--- config.mk ---
export PLATFORM = sky130hd
export DESIGN_NAME = acb_config_bank
export DESIGN_NICKNAME = d
export VERILOG_FILES = /design/src/design/acb_pkg.sv /design/src/design/acb_sample_divider.sv /design/src/design/acb_config_bank.sv
export SDC_FILE = /design/constraint.sdc
export NUM_CORES = 1
export LEC_CHECK = 0
export ABC_CLOCK_PERIOD_IN_PS = 2900
export BUFFER_PORTS_ARGS = -buffer_cell sky130_fd_sc_hd__buf_2
export CAP_MARGIN = 20
export CELL_PAD_IN_SITES_DETAIL_PLACEMENT = 0
export CELL_PAD_IN_SITES_GLOBAL_PLACEMENT = 1
export CORE_AREA = 2 2 125 127
export CTS_CLUSTER_SIZE = 25
export DETAILED_ROUTE_END_ITERATION = 12
export DIE_AREA = 0 0 127 129
export PLACE_DENSITY_LB_ADDON = 0.1
export REMOVE_ABC_BUFFERS = 1
export SYNTH_ARGS = -nofsm -noshare
export SYNTH_HDL_FRONTEND = slang
export SYNTH_HIERARCHICAL = 1
export SYNTH_SLANG_ARGS = --single-unit
export TNS_END_PERCENT = 20
--- constraint.sdc ---
create_clock -name sys_clk -period 2.9 [get_ports sys_clk]
set_input_delay 0 -clock sys_clk [delete_from_list [all_inputs] [get_ports sys_clk]]
set_output_delay 0 -clock sys_clk [all_outputs]
set_load 0.02 [all_outputs]
--- src/design/acb_pkg.sv ---
package acb_pkg;
   // register offsets on the serial port (13-bit address space)
   localparam logic [12:0] ADDR_DEVICE_INDEX_A = 13'h0004;
   localparam logic [12:0] ADDR_DEVICE_INDEX_B = 13'h0005;
   localparam logic [12:0] ADDR_POWER_MODE = 13'h0008;
   localparam logic [12:0] ADDR_CLOCK_COND = 13'h0009;
   localparam logic [12:0] ADDR_CLOCK_DIVIDER = 13'h000B;
   localparam logic [12:0] ADDR_ENHANCEMENT = 13'h000C;
   localparam logic [12:0] ADDR_OUTPUT_MODE = 13'h0014;
   localparam logic [12:0] ADDR_OUTPUT_ADJUST = 13'h0015;
   localparam logic [12:0] ADDR_OUTPUT_PHASE = 13'h0016;
   localparam logic [12:0] ADDR_SERIALISATION = 13'h0021;
   localparam logic [12:0] ADDR_UPDATE_COMMIT = 13'h00FF;
   localparam logic [12:0] ADDR_RATE_OVERRIDE = 13'h0100;
   localparam logic [12:0] ADDR_PIN_CONTROL_TWO = 13'h0101;

   // writable bit masks; open positions are zero
   localparam logic [7:0] MASK_DEVICE_INDEX_A = 8'h0F;
   localparam logic [7:0] MASK_DEVICE_INDEX_B = 8'h3F;
   localparam logic [7:0] MASK_POWER_MODE = 8'h23;
   localparam logic [7:0] MASK_CLOCK_COND = 8'h01;
   localparam logic [7:0] MASK_CLOCK_DIVIDER = 8'h07;
   localparam logic [7:0] MASK_ENHANCEMENT = 8'h04;
   localparam logic [7:0] MASK_OUTPUT_MODE = 8'h45;
   localparam logic [7:0] MASK_OUTPUT_ADJUST = 8'h31;
   localparam logic [7:0] MASK_OUTPUT_PHASE = 8'h7F;
   localparam logic [7:0] MASK_SERIALISATION = 8'hF7;
   localparam logic [7:0] MASK_RATE_OVERRIDE = 8'h47;
   localparam logic [7:0] MASK_PIN_CONTROL_TWO = 8'h01;

   // reset values
   localparam logic [7:0] RESET_DEVICE_INDEX_A = 8'h0F;
   localparam logic [7:0] RESET_DEVICE_INDEX_B = 8'h3F;
   localparam logic [7:0] RESET_POWER_MODE = 8'h00;
   localparam logic [7:0] RESET_CLOCK_COND = 8'h01;
   localparam logic [7:0] RESET_CLOCK_DIVIDER = 8'h00;
   localparam logic [7:0] RESET_ENHANCEMENT = 8'h00;
   localparam logic [7:0] RESET_OUTPUT_MODE = 8'h01;
   localparam logic [7:0] RESET_OUTPUT_ADJUST = 8'h00;
   localparam logic [7:0] RESET_OUTPUT_PHASE = 8'h03;
   localparam logic [7:0] RESET_SERIALISATION = 8'h30;
   localparam logic [7:0] RESET_RATE_OVERRIDE = 8'h00;
   localparam logic [7:0] RESET_PIN_CONTROL_TWO = 8'h00;

   // field positions
   localparam int POS_PIN_STANDBY = 5;
   localparam int POS_MODE_LO = 0;
   localparam int POS_STABILISER = 0;
   localparam int POS_CHOP = 2;
   localparam int POS_REDUCED_RANGE = 6;
   localparam int POS_INVERT = 2;
   localparam int POS_TWOS = 0;
   localparam int POS_TERM_LO = 4;
   localparam int POS_DRIVE_2X = 0;
   localparam int POS_IN_PHASE_LO = 4;
   localparam int POS_OUT_PHASE_LO = 0;
   localparam int POS_COMMIT = 0;
   localparam int POS_OVERRIDE_EN = 6;
   localparam int POS_RATE_LO = 0;
   localparam int POS_PULLDOWN_OFF = 0;
   localparam int POS_FCO_SELECT = 5;
   localparam int POS_DCO_SELECT = 4;
   localparam logic [3:0] OUT_PHASE_MAX = 4'hB;

   // power mode codes
   localparam logic [1:0] MODE_NORMAL = 2'h0;
   localparam logic [1:0] MODE_POWER_DOWN = 2'h1;
   localparam logic [1:0] MODE_STANDBY = 2'h2;
   localparam logic [1:0] MODE_DIGITAL_RESET = 2'h3;

   localparam int INSTR_BITS = 16;
   localparam int DATA_BITS = 8;

   typedef enum logic [1:0] {
      SPI_IDLE,
      SPI_INSTR,
      SPI_DATA
   } acb_spi_state_type;
endpackage

--- src/design/acb_sample_divider.sv ---
`timescale 1ns/10ps
`default_nettype none
// sample strobe from the applied clock, divided and phase shifted
module acb_sample_divider
   import acb_pkg::*;
#(
   parameter int RATIO_WIDTH = 3
) (
   input wire logic sys_clk,
   input wire logic rst,
   input wire logic run,
   input wire logic hold_reset,
   input wire logic [RATIO_WIDTH-1:0] ratio,
   input wire logic [RATIO_WIDTH-1:0] phase,
   output logic sample_strobe
);
   logic [RATIO_WIDTH-1:0] count;
   logic [RATIO_WIDTH-1:0] next_count;
   logic [RATIO_WIDTH-1:0] eff_phase;

   always_comb begin
      next_count = (count >= ratio) ? '0 : count + 1'b1;
   end

   // phase has meaning only when dividing; a phase beyond the ratio never matches
   assign eff_phase = (ratio == '0) ? '0 : phase;

   always_ff @(posedge sys_clk) begin
      if (rst || hold_reset) begin
         count <= '0;
      end else if (run) begin
         count <= next_count;
      end
   end

   always_ff @(posedge sys_clk) begin
      if (rst || hold_reset) begin
         sample_strobe <= 1'b0;
      end else begin
         sample_strobe <= run && (count == eff_phase);
      end
   end
endmodule // acb_sample_divider
`default_nettype wire

--- src/design/acb_config_bank.sv ---
`timescale 1ns/10ps
`default_nettype none
module acb_config_bank
   import acb_pkg::*;
#(
   parameter int ADDR_WIDTH = 13
) (
   input wire logic sys_clk,
   input wire logic rst,
   input wire logic spi_sclk,
   input wire logic spi_csb_n,
   input wire logic spi_sdio_in,
   output logic spi_sdio_out,
   output logic spi_sdio_oe,
   input wire logic power_down_pin,
   input wire logic pin_config_mode,
   output logic datapath_clock_enable,
   output logic datapath_reset,
   output logic outputs_enable,
   output logic stabiliser_enable,
   output logic chop_enable,
   output logic reduced_range_output,
   output logic output_invert,
   output logic twos_complement,
   output logic [1:0] termination_select,
   output logic frame_clock_out_2x,
   output logic data_clock_out_2x,
   output logic [3:0] data_clock_out_phase,
   output logic [2:0] input_clock_phase,
   output logic sample_strobe,
   output logic [7:0] serialisation_mode,
   output logic rate_override_enable,
   output logic [2:0] rate_override_code,
   output logic sdio_pulldown_enable,
   output logic [3:0] channel_select
);
   logic [7:0] device_index_a;
   logic [7:0] device_index_b;
   logic [7:0] power_mode_control;
   logic [7:0] clock_conditioning;
   logic [7:0] clock_divider;
   logic [7:0] enhancement_control;
   logic [7:0] output_mode_control;
   logic [7:0] output_adjust_control;
   logic [7:0] output_phase_control;
   logic [7:0] serialisation_control;
   logic [7:0] rate_capability_override;
   logic [7:0] rate_override_active;
   logic [7:0] pin_control_two;

   acb_spi_state_type spi_state;
   logic sclk_prev;
   logic sclk_rise;
   logic sclk_fall;
   logic [3:0] bit_count;
   logic [15:0] instr_shift;
   logic [7:0] data_shift;
   logic [7:0] read_shift;
   logic read_access;
   logic [ADDR_WIDTH-1:0] access_addr;
   logic wr_strobe;
   logic [ADDR_WIDTH-1:0] wr_addr;
   logic [7:0] wr_data;
   logic [7:0] read_data;
   logic [1:0] effective_mode;

   // open positions are dropped on the way in
   function automatic logic [7:0] masked(input logic [7:0] value, input logic [7:0] mask);
      masked = value & mask;
   endfunction

   // readback of every mapped register; anything else reads zero
   function automatic logic [7:0] register_read(input logic [ADDR_WIDTH-1:0] addr);
      case (addr)
         ADDR_DEVICE_INDEX_A: register_read = device_index_a;
         ADDR_DEVICE_INDEX_B: register_read = device_index_b;
         ADDR_POWER_MODE: register_read = power_mode_control;
         ADDR_CLOCK_COND: register_read = clock_conditioning;
         ADDR_CLOCK_DIVIDER: register_read = clock_divider;
         ADDR_ENHANCEMENT: register_read = enhancement_control;
         ADDR_OUTPUT_MODE: register_read = output_mode_control;
         ADDR_OUTPUT_ADJUST: register_read = output_adjust_control;
         ADDR_OUTPUT_PHASE: register_read = output_phase_control;
         ADDR_SERIALISATION: register_read = serialisation_control;
         ADDR_RATE_OVERRIDE: register_read = rate_capability_override;
         ADDR_PIN_CONTROL_TWO: register_read = pin_control_two;
         default: register_read = 8'h00;
      endcase
   endfunction

   assign sclk_rise = spi_sclk && !sclk_prev;
   assign sclk_fall = !spi_sclk && sclk_prev;
   // a process rather than an assign, so a register change behind the same address is seen
   always_comb begin
      read_data = register_read(access_addr);
   end

   // serial port: only the global reset reaches it, never the digital reset
   always_ff @(posedge sys_clk) begin
      if (rst) begin
         sclk_prev <= 1'b0;
      end else begin
         sclk_prev <= spi_sclk;
      end
   end

   always_ff @(posedge sys_clk) begin
      if (rst || spi_csb_n) begin
         spi_state <= SPI_IDLE;
         bit_count <= 4'h0;
         instr_shift <= 16'h0000;
         data_shift <= 8'h00;
         read_access <= 1'b0;
         access_addr <= '0;
      end else begin
         case (spi_state)
            SPI_IDLE: begin
               spi_state <= SPI_INSTR;
               bit_count <= 4'h0;
            end
            SPI_INSTR: begin
               if (sclk_rise) begin
                  instr_shift <= {instr_shift[14:0], spi_sdio_in};
                  bit_count <= bit_count + 4'h1;
                  if (bit_count == 4'(INSTR_BITS - 1)) begin
                     read_access <= instr_shift[14];
                     access_addr <= {instr_shift[11:0], spi_sdio_in};
                     bit_count <= 4'h0;
                     spi_state <= SPI_DATA;
                  end
               end
            end
            SPI_DATA: begin
               if (sclk_rise) begin
                  data_shift <= {data_shift[6:0], spi_sdio_in};
                  bit_count <= bit_count + 4'h1;
                  if (bit_count == 4'(DATA_BITS - 1)) begin
                     bit_count <= 4'h0;
                     // streaming walks downward through the map
                     access_addr <= access_addr - 1'b1;
                  end
               end
            end
            default: spi_state <= SPI_IDLE;
         endcase
      end
   end

   // write pulse one cycle after the last data bit is taken
   always_ff @(posedge sys_clk) begin
      if (rst) begin
         wr_strobe <= 1'b0;
         wr_addr <= '0;
         wr_data <= 8'h00;
      end else begin
         wr_strobe <= !spi_csb_n && spi_state == SPI_DATA && sclk_rise && !read_access
                      && bit_count == 4'(DATA_BITS - 1);
         wr_addr <= access_addr;
         wr_data <= {data_shift[6:0], spi_sdio_in};
      end
   end

   // read data leaves msb first on falling clock edges
   always_ff @(posedge sys_clk) begin
      if (rst || spi_csb_n) begin
         read_shift <= 8'h00;
         spi_sdio_out <= 1'b0;
      end else if (spi_state == SPI_DATA && read_access && sclk_fall) begin
         if (bit_count == 4'h0) begin
            spi_sdio_out <= read_data[7];
            read_shift <= {read_data[6:0], 1'b0};
         end else begin
            spi_sdio_out <= read_shift[7];
            read_shift <= {read_shift[6:0], 1'b0};
         end
      end
   end

   assign spi_sdio_oe = !spi_csb_n && spi_state == SPI_DATA && read_access;

   // configuration registers take their value on the write itself
   always_ff @(posedge sys_clk) begin
      if (rst) begin
         device_index_a <= RESET_DEVICE_INDEX_A;
         device_index_b <= RESET_DEVICE_INDEX_B;
         power_mode_control <= RESET_POWER_MODE;
         clock_conditioning <= RESET_CLOCK_COND;
         clock_divider <= RESET_CLOCK_DIVIDER;
         enhancement_control <= RESET_ENHANCEMENT;
         output_mode_control <= RESET_OUTPUT_MODE;
         output_adjust_control <= RESET_OUTPUT_ADJUST;
         output_phase_control <= RESET_OUTPUT_PHASE;
         serialisation_control <= RESET_SERIALISATION;
         rate_capability_override <= RESET_RATE_OVERRIDE;
         pin_control_two <= RESET_PIN_CONTROL_TWO;
      end else if (wr_strobe) begin
         case (wr_addr)
            ADDR_DEVICE_INDEX_A: device_index_a <= masked(wr_data, MASK_DEVICE_INDEX_A);
            ADDR_DEVICE_INDEX_B: device_index_b <= masked(wr_data, MASK_DEVICE_INDEX_B);
            ADDR_POWER_MODE: power_mode_control <= masked(wr_data, MASK_POWER_MODE);
            ADDR_CLOCK_COND: clock_conditioning <= masked(wr_data, MASK_CLOCK_COND);
            ADDR_CLOCK_DIVIDER: clock_divider <= masked(wr_data, MASK_CLOCK_DIVIDER);
            ADDR_ENHANCEMENT: enhancement_control <= masked(wr_data, MASK_ENHANCEMENT);
            ADDR_OUTPUT_MODE: output_mode_control <= masked(wr_data, MASK_OUTPUT_MODE);
            ADDR_OUTPUT_ADJUST: output_adjust_control <= masked(wr_data, MASK_OUTPUT_ADJUST);
            ADDR_OUTPUT_PHASE: begin
               // codes above the table would name no phase, so the clock field keeps its value
               if (wr_data[POS_OUT_PHASE_LO +: 4] <= OUT_PHASE_MAX) begin
                  output_phase_control <= masked(wr_data, MASK_OUTPUT_PHASE);
               end else begin
                  output_phase_control <= {1'b0, wr_data[POS_IN_PHASE_LO +: 3],
                                           output_phase_control[POS_OUT_PHASE_LO +: 4]};
               end
            end
            ADDR_SERIALISATION: serialisation_control <= masked(wr_data, MASK_SERIALISATION);
            ADDR_RATE_OVERRIDE: rate_capability_override <= masked(wr_data, MASK_RATE_OVERRIDE);
            ADDR_PIN_CONTROL_TWO: pin_control_two <= masked(wr_data, MASK_PIN_CONTROL_TWO);
            default: begin
            end
         endcase
      end
   end

   // staged override goes live only on the commit bit; the commit reads back zero
   always_ff @(posedge sys_clk) begin
      if (rst) begin
         rate_override_active <= RESET_RATE_OVERRIDE;
      end else if (wr_strobe && wr_addr == ADDR_UPDATE_COMMIT && wr_data[POS_COMMIT]) begin
         rate_override_active <= rate_capability_override;
      end
   end

   // the pin only acts from normal mode; a programmed mode is never relaxed by it
   always_comb begin
      effective_mode = power_mode_control[POS_MODE_LO +: 2];
      if (power_down_pin && effective_mode == MODE_NORMAL) begin
         effective_mode = power_mode_control[POS_PIN_STANDBY] ? MODE_STANDBY
                                                              : MODE_POWER_DOWN;
      end
   end

   always_ff @(posedge sys_clk) begin
      if (rst) begin
         datapath_clock_enable <= 1'b0;
         datapath_reset <= 1'b1;
         outputs_enable <= 1'b0;
      end else begin
         case (effective_mode)
            MODE_NORMAL: begin
               datapath_clock_enable <= 1'b1;
               datapath_reset <= 1'b0;
               outputs_enable <= 1'b1;
            end
            MODE_POWER_DOWN: begin
               datapath_clock_enable <= 1'b0;
               datapath_reset <= 1'b1;
               outputs_enable <= 1'b0;
            end
            MODE_STANDBY: begin
               datapath_clock_enable <= 1'b0;
               datapath_reset <= 1'b0;
               outputs_enable <= 1'b0;
            end
            MODE_DIGITAL_RESET: begin
               datapath_clock_enable <= 1'b1;
               datapath_reset <= 1'b1;
               outputs_enable <= 1'b0;
            end
            default: begin
               datapath_clock_enable <= 1'b0;
               datapath_reset <= 1'b1;
               outputs_enable <= 1'b0;
            end
         endcase
      end
   end

   // decoded controls, all from flip-flops
   always_ff @(posedge sys_clk) begin
      if (rst) begin
         stabiliser_enable <= 1'b0;
         chop_enable <= 1'b0;
         reduced_range_output <= 1'b0;
         output_invert <= 1'b0;
         twos_complement <= 1'b1;
         termination_select <= 2'h0;
         frame_clock_out_2x <= 1'b0;
         data_clock_out_2x <= 1'b0;
         data_clock_out_phase <= RESET_OUTPUT_PHASE[3:0];
         input_clock_phase <= 3'h0;
         serialisation_mode <= RESET_SERIALISATION;
         rate_override_enable <= 1'b0;
         rate_override_code <= 3'h0;
         sdio_pulldown_enable <= 1'b1;
         channel_select <= 4'h0;
      end else begin
         stabiliser_enable <= pin_config_mode
                              || !clock_conditioning[POS_STABILISER];
         chop_enable <= enhancement_control[POS_CHOP];
         reduced_range_output <= output_mode_control[POS_REDUCED_RANGE];
         output_invert <= output_mode_control[POS_INVERT];
         twos_complement <= output_mode_control[POS_TWOS];
         termination_select <= output_adjust_control[POS_TERM_LO +: 2];
         frame_clock_out_2x <= output_adjust_control[POS_DRIVE_2X]
                               && device_index_b[POS_FCO_SELECT]
                               && output_adjust_control[POS_TERM_LO +: 2] == 2'h0;
         data_clock_out_2x <= output_adjust_control[POS_DRIVE_2X]
                              && device_index_b[POS_DCO_SELECT]
                              && output_adjust_control[POS_TERM_LO +: 2] == 2'h0;
         data_clock_out_phase <= output_phase_control[POS_OUT_PHASE_LO +: 4];
         input_clock_phase <= output_phase_control[POS_IN_PHASE_LO +: 3];
         serialisation_mode <= serialisation_control;
         // capability limit only; the sample strobe below ignores it
         rate_override_enable <= rate_override_active[POS_OVERRIDE_EN];
         rate_override_code <= rate_override_active[POS_RATE_LO +: 3];
         sdio_pulldown_enable <= !pin_control_two[POS_PULLDOWN_OFF];
         channel_select <= device_index_a[3:0];
      end
   end

   // the divider never sees a phase above its ratio if the host behaves
   acb_sample_divider #(
      .RATIO_WIDTH(3)
   ) u_sample_divider (
      .sys_clk(sys_clk),
      .rst(rst),
      .run(datapath_clock_enable),
      .hold_reset(datapath_reset),
      .ratio(clock_divider[2:0]),
      .phase(input_clock_phase),
      .sample_strobe(sample_strobe)
   );
endmodule // acb_config_bank
`default_nettype wire

## Yosys cells after proc, flatten, opt, wreduce, memory -nomap -nowiden

Index checks and enable logic that the tools add are counted.

- Order comparisons: 2
- Reduce and logical (&&, ||, !) cells: 58
- Add/sub/neg operators: 3
- Multiplexer cells: 23
- Bitwise logic cells: 1
- Equal/unequal tests: 37

Operator list:

| cell | number |
|---|---|
| 13-bit by 4-bit == test with 1-bit output, second input constant | 8 |
| 8-bit one-hot mux with 12 select lines | 1 |
| 13-bit by 5-bit == test with 1-bit output, second input constant | 6 |
| 13-bit by 3-bit == test with 1-bit output, second input constant | 4 |
| 13-bit by 9-bit == test with 1-bit output, second input constant | 4 |
| 13-bit two-way mux | 4 |
| 2-bit AND reduction | 14 |
| 13-bit by 6-bit == test with 1-bit output, second input constant | 2 |
| 13-bit one-hot mux with 2 select lines | 1 |
| 1-bit logical AND | 17 |
| 4-bit two-way mux | 4 |
| 13-bit by 8-bit == test with 1-bit output, second input constant | 1 |
| 13-bit by 1-bit subtractor with 13-bit output, second input constant | 1 |
| 4-bit one-hot mux with 3 select lines | 1 |
| 3-bit AND reduction | 4 |
| 2-bit zero test | 4 |
| 2-bit two-way mux | 4 |
| 8-bit two-way mux | 1 |
| 2-bit != test, second input constant | 4 |
| 2-bit OR reduction | 4 |
| 2-bit == test, second input constant | 3 |
| 1-bit zero test | 6 |
| 3-bit two-way mux | 2 |
| 1-bit one-hot mux with 2 select lines | 3 |
| 18 further kinds | 21 |

- Register bits after elaboration: 161
- Bits of input ports: 7
- Logic and storage cells: 170
- Output and inout port bits: 39

## Longest topological paths before layout

- Depth after elaboration: 6
- Mapped depth: 10
- Gate-level depth less buffers: 8

## Hierarchy

The synthesis kept the hierarchy.

Modules (own cells, without submodules):

| module | area each (µm²) | times used | cells each |
|---|---|---|---|
| acb_config_bank | 6476.2 | 1 | 744 |
| acb_sample_divider | 304.0 | 1 | 36 |

## Worst setup path after synthesis

Ideal clock, no wire load.

- Path kind: flip-flop to flip-flop
- Start point: reg wr_addr[6]
- End point: reg rate_capability_override[6]
- Arrival: 1.992 ns
- Path buffers: 0
- Clock period less this slack: 2.120 ns
- Required time: 2.772 ns
- Setup slack: 0.780 ns
- Cell stages (with the launch flop): 7
- Library setup time: 0.128 ns
- Cell sequence: dfxtp_1 or3b_1 or3_4 or4_4 nor3_4 mux2i_1 nor2_1

- Longest elaborated chain between the ends: 2

Ends and longest elaborated chain:

| what | RTL line | RTL |
|---|---|---|
| start, declared | acb_config_bank.sv:62 | `logic [ADDR_WIDTH-1:0] wr_addr;` |
| start signal, assigned | acb_config_bank.sv:158 | `wr_addr <= access_addr;` |
| 13-bit by 9-bit == test with 1-bit output | acb_config_bank.sv:197 | `case (wr_addr)` |
| 2-bit AND reduction (no source line) | n/a |  |
| end signal, assigned | acb_config_bank.sv:216 | `ADDR_RATE_OVERRIDE: rate_capability_override <= masked(wr_data, MASK_RATE_OVERRIDE);` |
| end, declared | acb_config_bank.sv:47 | `logic [7:0] rate_capability_override;` |

Every way passes these cells.
A chain may end at the register's enable or synchronous reset.

## Final worst setup path

- Start point: reg access_addr[0]
- End point: reg read_shift[4]

- Longest elaborated chain between the ends: 3
- Elaborated cells on any way between the ends: 14
- Those cells by class: eq/ne (12); mux (2)

Ends and longest elaborated chain:

| what | RTL line | RTL |
|---|---|---|
| start, declared | acb_config_bank.sv:60 | `logic [ADDR_WIDTH-1:0] access_addr;` |
| start signal, assigned | acb_config_bank.sv:127 | `access_addr <= {instr_shift[11:0], spi_sdio_in};` |
| start signal, assigned | acb_config_bank.sv:140 | `access_addr <= access_addr - 1'b1;` |
| 13-bit by 9-bit == test with 1-bit output, or another cell as far along | acb_config_bank.sv:74 | `case (addr)` |
| 8-bit one-hot mux with 12 select lines * | acb_config_bank.sv:74 |  |
| 8-bit two-way mux * | acb_config_bank.sv:169 | `if (bit_count == 4'h0) begin` |
| end signal, assigned | acb_config_bank.sv:171 | `read_shift <= {read_data[6:0], 1'b0};` |
| end signal, assigned | acb_config_bank.sv:174 | `read_shift <= {read_shift[6:0], 1'b0};` |
| end, declared | acb_config_bank.sv:58 | `logic [7:0] read_shift;` |

Mark *: on every way between the ends. The rest lies on a longest branch, timed or not.

==> key figures <==
Yosys
  – Top_reg_cell synth: dfxtp_1
  – Top-area cell type share of the netlist area: between 40% and 50%
  – #FFs+latches synth: 159
  – Share of flip-flops with an asynchronous set or reset: 0%
  – Synth Warn #: 6
  – Synth Instances: between 700 and 800
  – Syn avg cell area: approximately 8.7 sq um
  – Area of the mapped netlist: roughly 6800 sq um
  – Synth top area cells: dfxtp_1 (47%), nor2_1 (5.0%), mux2i_1 (5.0%), nand2_1 (4.9%), nor2b_1 (4.9%)
  – EDFF count, synth: 0
  – Area leader, netlist: dfxtp_1
  – Register area share after synthesis: 46.9%
  – Synth cell types: slightly below 70

Global routing
  – Vias in the first global route: 5171
  – Largest net degree at the start of global routing: 74
  – Global route total overflow: 0
  – First-pass GRT wire length: about 26000 um
  – Initial antenna violation count: 0
  – Total GRT Usage: roughly a fifth

STA
  – Max-slew violations: 0
  – Final Cycle Share: between 80% and 90%
  – Final-report hold violation count: 0
  – RSZ-0062 raised after global routing: no
  – Clk_skew: 7.64 ps
  – Max Freq: slightly above 400 MHz
  – Clock period minus worst slack: around 2400 ps
  – Final setup fails: 0
  – Setup Total Neg Slack: 0 ps
  – Slew Limit Headroom: approximately 45%
  – Pin slew with the least headroom to its limit: approximately 830 ps

Routing
  – Vias: about 5500
  – DRC: 0
  – WL final: about 16000 um
  – Routed length per placed instance: 16.1 um
  – 1st-iter DRT viols: approximately 380
  – DRT Pass-1 Iters: 5
  – Vias/cell: 5.44
  – Final ANT Viol Nets: 0

Clock network
  – Root Driver: clkbuf_16
  – Reg clk slew, reported paths: roughly 60 ps
  – Skew-Pair Late Insertion Delay: 420 ps
  – CTS tree: built
  – Num CTS Buffers: 17
  – Sinks on Clock Net: around 160
  – CTS Buffer Depth: 2
  – H-tree depth: 4

Power and ir drop
  – Leakage Power: between 3 and 4 nW
  – Max IR drop VDD: approximately 0.38 mV
  – P per Cell Area: between 500 and 600 nW/um^2

Die
  – Die Wd: between 100 and 150 um
  – Die Area: around 16000 sq um
  – # IOs: 46
  – Core area: approximately 15000 sq um
  – Initial Util: between 40% and 50%
  – Die H: between 100 and 150 um
  – Standard-cell rows: 45

Critical path
  – Worst Path Arrival: around 2800 ps
  – Critical Path Fanout Max: 17
  – Critical Path RT: around 3200 ps
  – Worst Setup Start Kind: flip-flop
  – WS Path Type: reg -> reg
  – CP endpoint kind: flip-flop
  – R2R Setup Slk: ~460 ps

Final layout
  – Highest-count cells in the layout ignoring fill and taps: dfxtp_1 (159), nor2_1 (91), nand2_1 (89)
  – Commonest non-fill, non-tap cell in the layout: dfxtp_1
  – Post-route cell area: about 7800 sq um
  – Non-Filler Instances: around 1000
  – Diode count: 0
  – Layout cell share with drive strength beyond 1: 12.1%
  – Final #Nets: roughly 830
  – Area growth syn-to-layout: 14.5%

Run status
  – Status: completed

Placement
  – DPL Wire Length: roughly 12000 um
  – Final Wtd Congestion: around 0.89
  – I/O Buffers: 44
  – Placed cell areas: 7080 sq um
  – Cells after DPL: slightly below 1000

Job
  – Max cap viols: 0

Hold path
  – Hold Path Class: in -> reg
## power by group
part	switching, mW	internal (mW)	total (mW)
Clock	0.860	1.42	2.28
Sequential	0.00918	2.19	2.20
Combinational	0.0672	0.0305	0.0977
Total	0.936	3.65	4.58
## critical path, cell delays in order (launching register included)
cell and delay, ps:
dfxtp_1 400, inv_1 130, ha_1 450, or3_1 430, a32o_1 250, a22o_1 300, a221oi_1 300, nor2_1 80
## path summary, 6_finish.rpt
path	cells after the start	endpoint	start
hold reg to reg	1	sdio_pulldown_enable$_SDFF_PP1_	pin_control_two[0]$_SDFFE_PP0P_
hold / removal	4	stabiliser_enable$_SDFF_PP0_	pin_config_mode
setup reg to reg	7	read_shift[4]$_SDFFE_PP0P_	access_addr[0]$_SDFFE_PP0P_
setup / recovery	7	read_shift[4]$_SDFFE_PP0P_	access_addr[0]$_SDFFE_PP0P_
## per-layer routing
layer / up-vias / share of wire [%] / GRT usage, %
met1: 2585 / 44 / 24.9
met4: 0 / 3.5 / 10.0
met3: 39 / 2.9 / 4.74
li1: 2756 / - / -
met5: - / 0 / 0
met2: 105 / 49 / 35.1
## layout make-up
type / instances / area (sq um)
inverter: 22 / 82.6
tap: 188 / 235
timing repair buffer: 60 / 360
clock inverter: 9 / 133
multi-input combinational: 548 / 3290
fill: 1448 / 7220
sequential: 159 / 3180
clock buffer: 23 / 478
## synth_stat cells (3+ instances only)
cell / number
inv_1: 22
o21ai_0: 17
nand4b_1: 3
nand2b_1: 10
o22ai_1: 9
a22oi_1: 14
nor2_1: 91
a21oi_1: 50
nor2b_1: 53
nand4_1: 11
and3_1: 10
and2_1: 7
dfxtp_1: 159
ha_1: 16
or2_2: 7
mux2i_1: 34
or3_1: 6
nor3_1: 17
a22o_1: 3
a211oi_1: 4
nor4_1: 5
nand3b_1: 7
a211o_1: 12
a31oi_1: 6
clkbuf_1: 44
nand3_1: 22
nand2_1: 89
## repair_timing
item                      4_1_cts  5_1_grt
hold endpoints to repair       39        0
resized for setup               0        0
hold buffers                    7        0
buffers inserted                0        0
## flip-flops by register name (all words and copies together) (netlist names), 4 cells and up
name and flops:
instr_shift 15, access_addr 13, wr_addr 13, wr_data 8
data_shift 7, output_phase_control 7, read_shift 7, serialisation_control 7
serialisation_mode 7, device_index_b 6, bit_count 4, channel_select 4
data_clock_out_phase 4, device_index_a 4, rate_capability_override 4, rate_override_active 4
## cell families after synthesis
group                    count (synthesis)  share of synthesized area, %
adder cells (fa/ha/maj)                 16                          2.95
XOR/XNOR                                 2                         0.258
other                                    1                        0.0553
flip-flops                             159                          46.9
buffers and inverters                   73                          4.54
multiplexers                            35                          5.19
AND/OR/NAND/NOR                        357                          27.0
AO/OA/AOI/OAI                          137                          13.1
## metrics by stage
step | util, % | total power [mW] | hold WS [ps] | setup WS, ps
6_report | 51.8 | 4.58 | 369 | 458
5_1_grt | 51.8 | 4.74 | 404 | 321
4_1_cts | 51.8 | 4.63 | 345 | 454
3_5_place_dp | 47.3 | 2.34 | 253 | 458
3_3_place_gp | 47.3 | 2.34 | 241 | 533
2_1_floorplan | - | 2.29 | 66.7 | 115
Note: power is estimated with default switching activity, not from simulation.
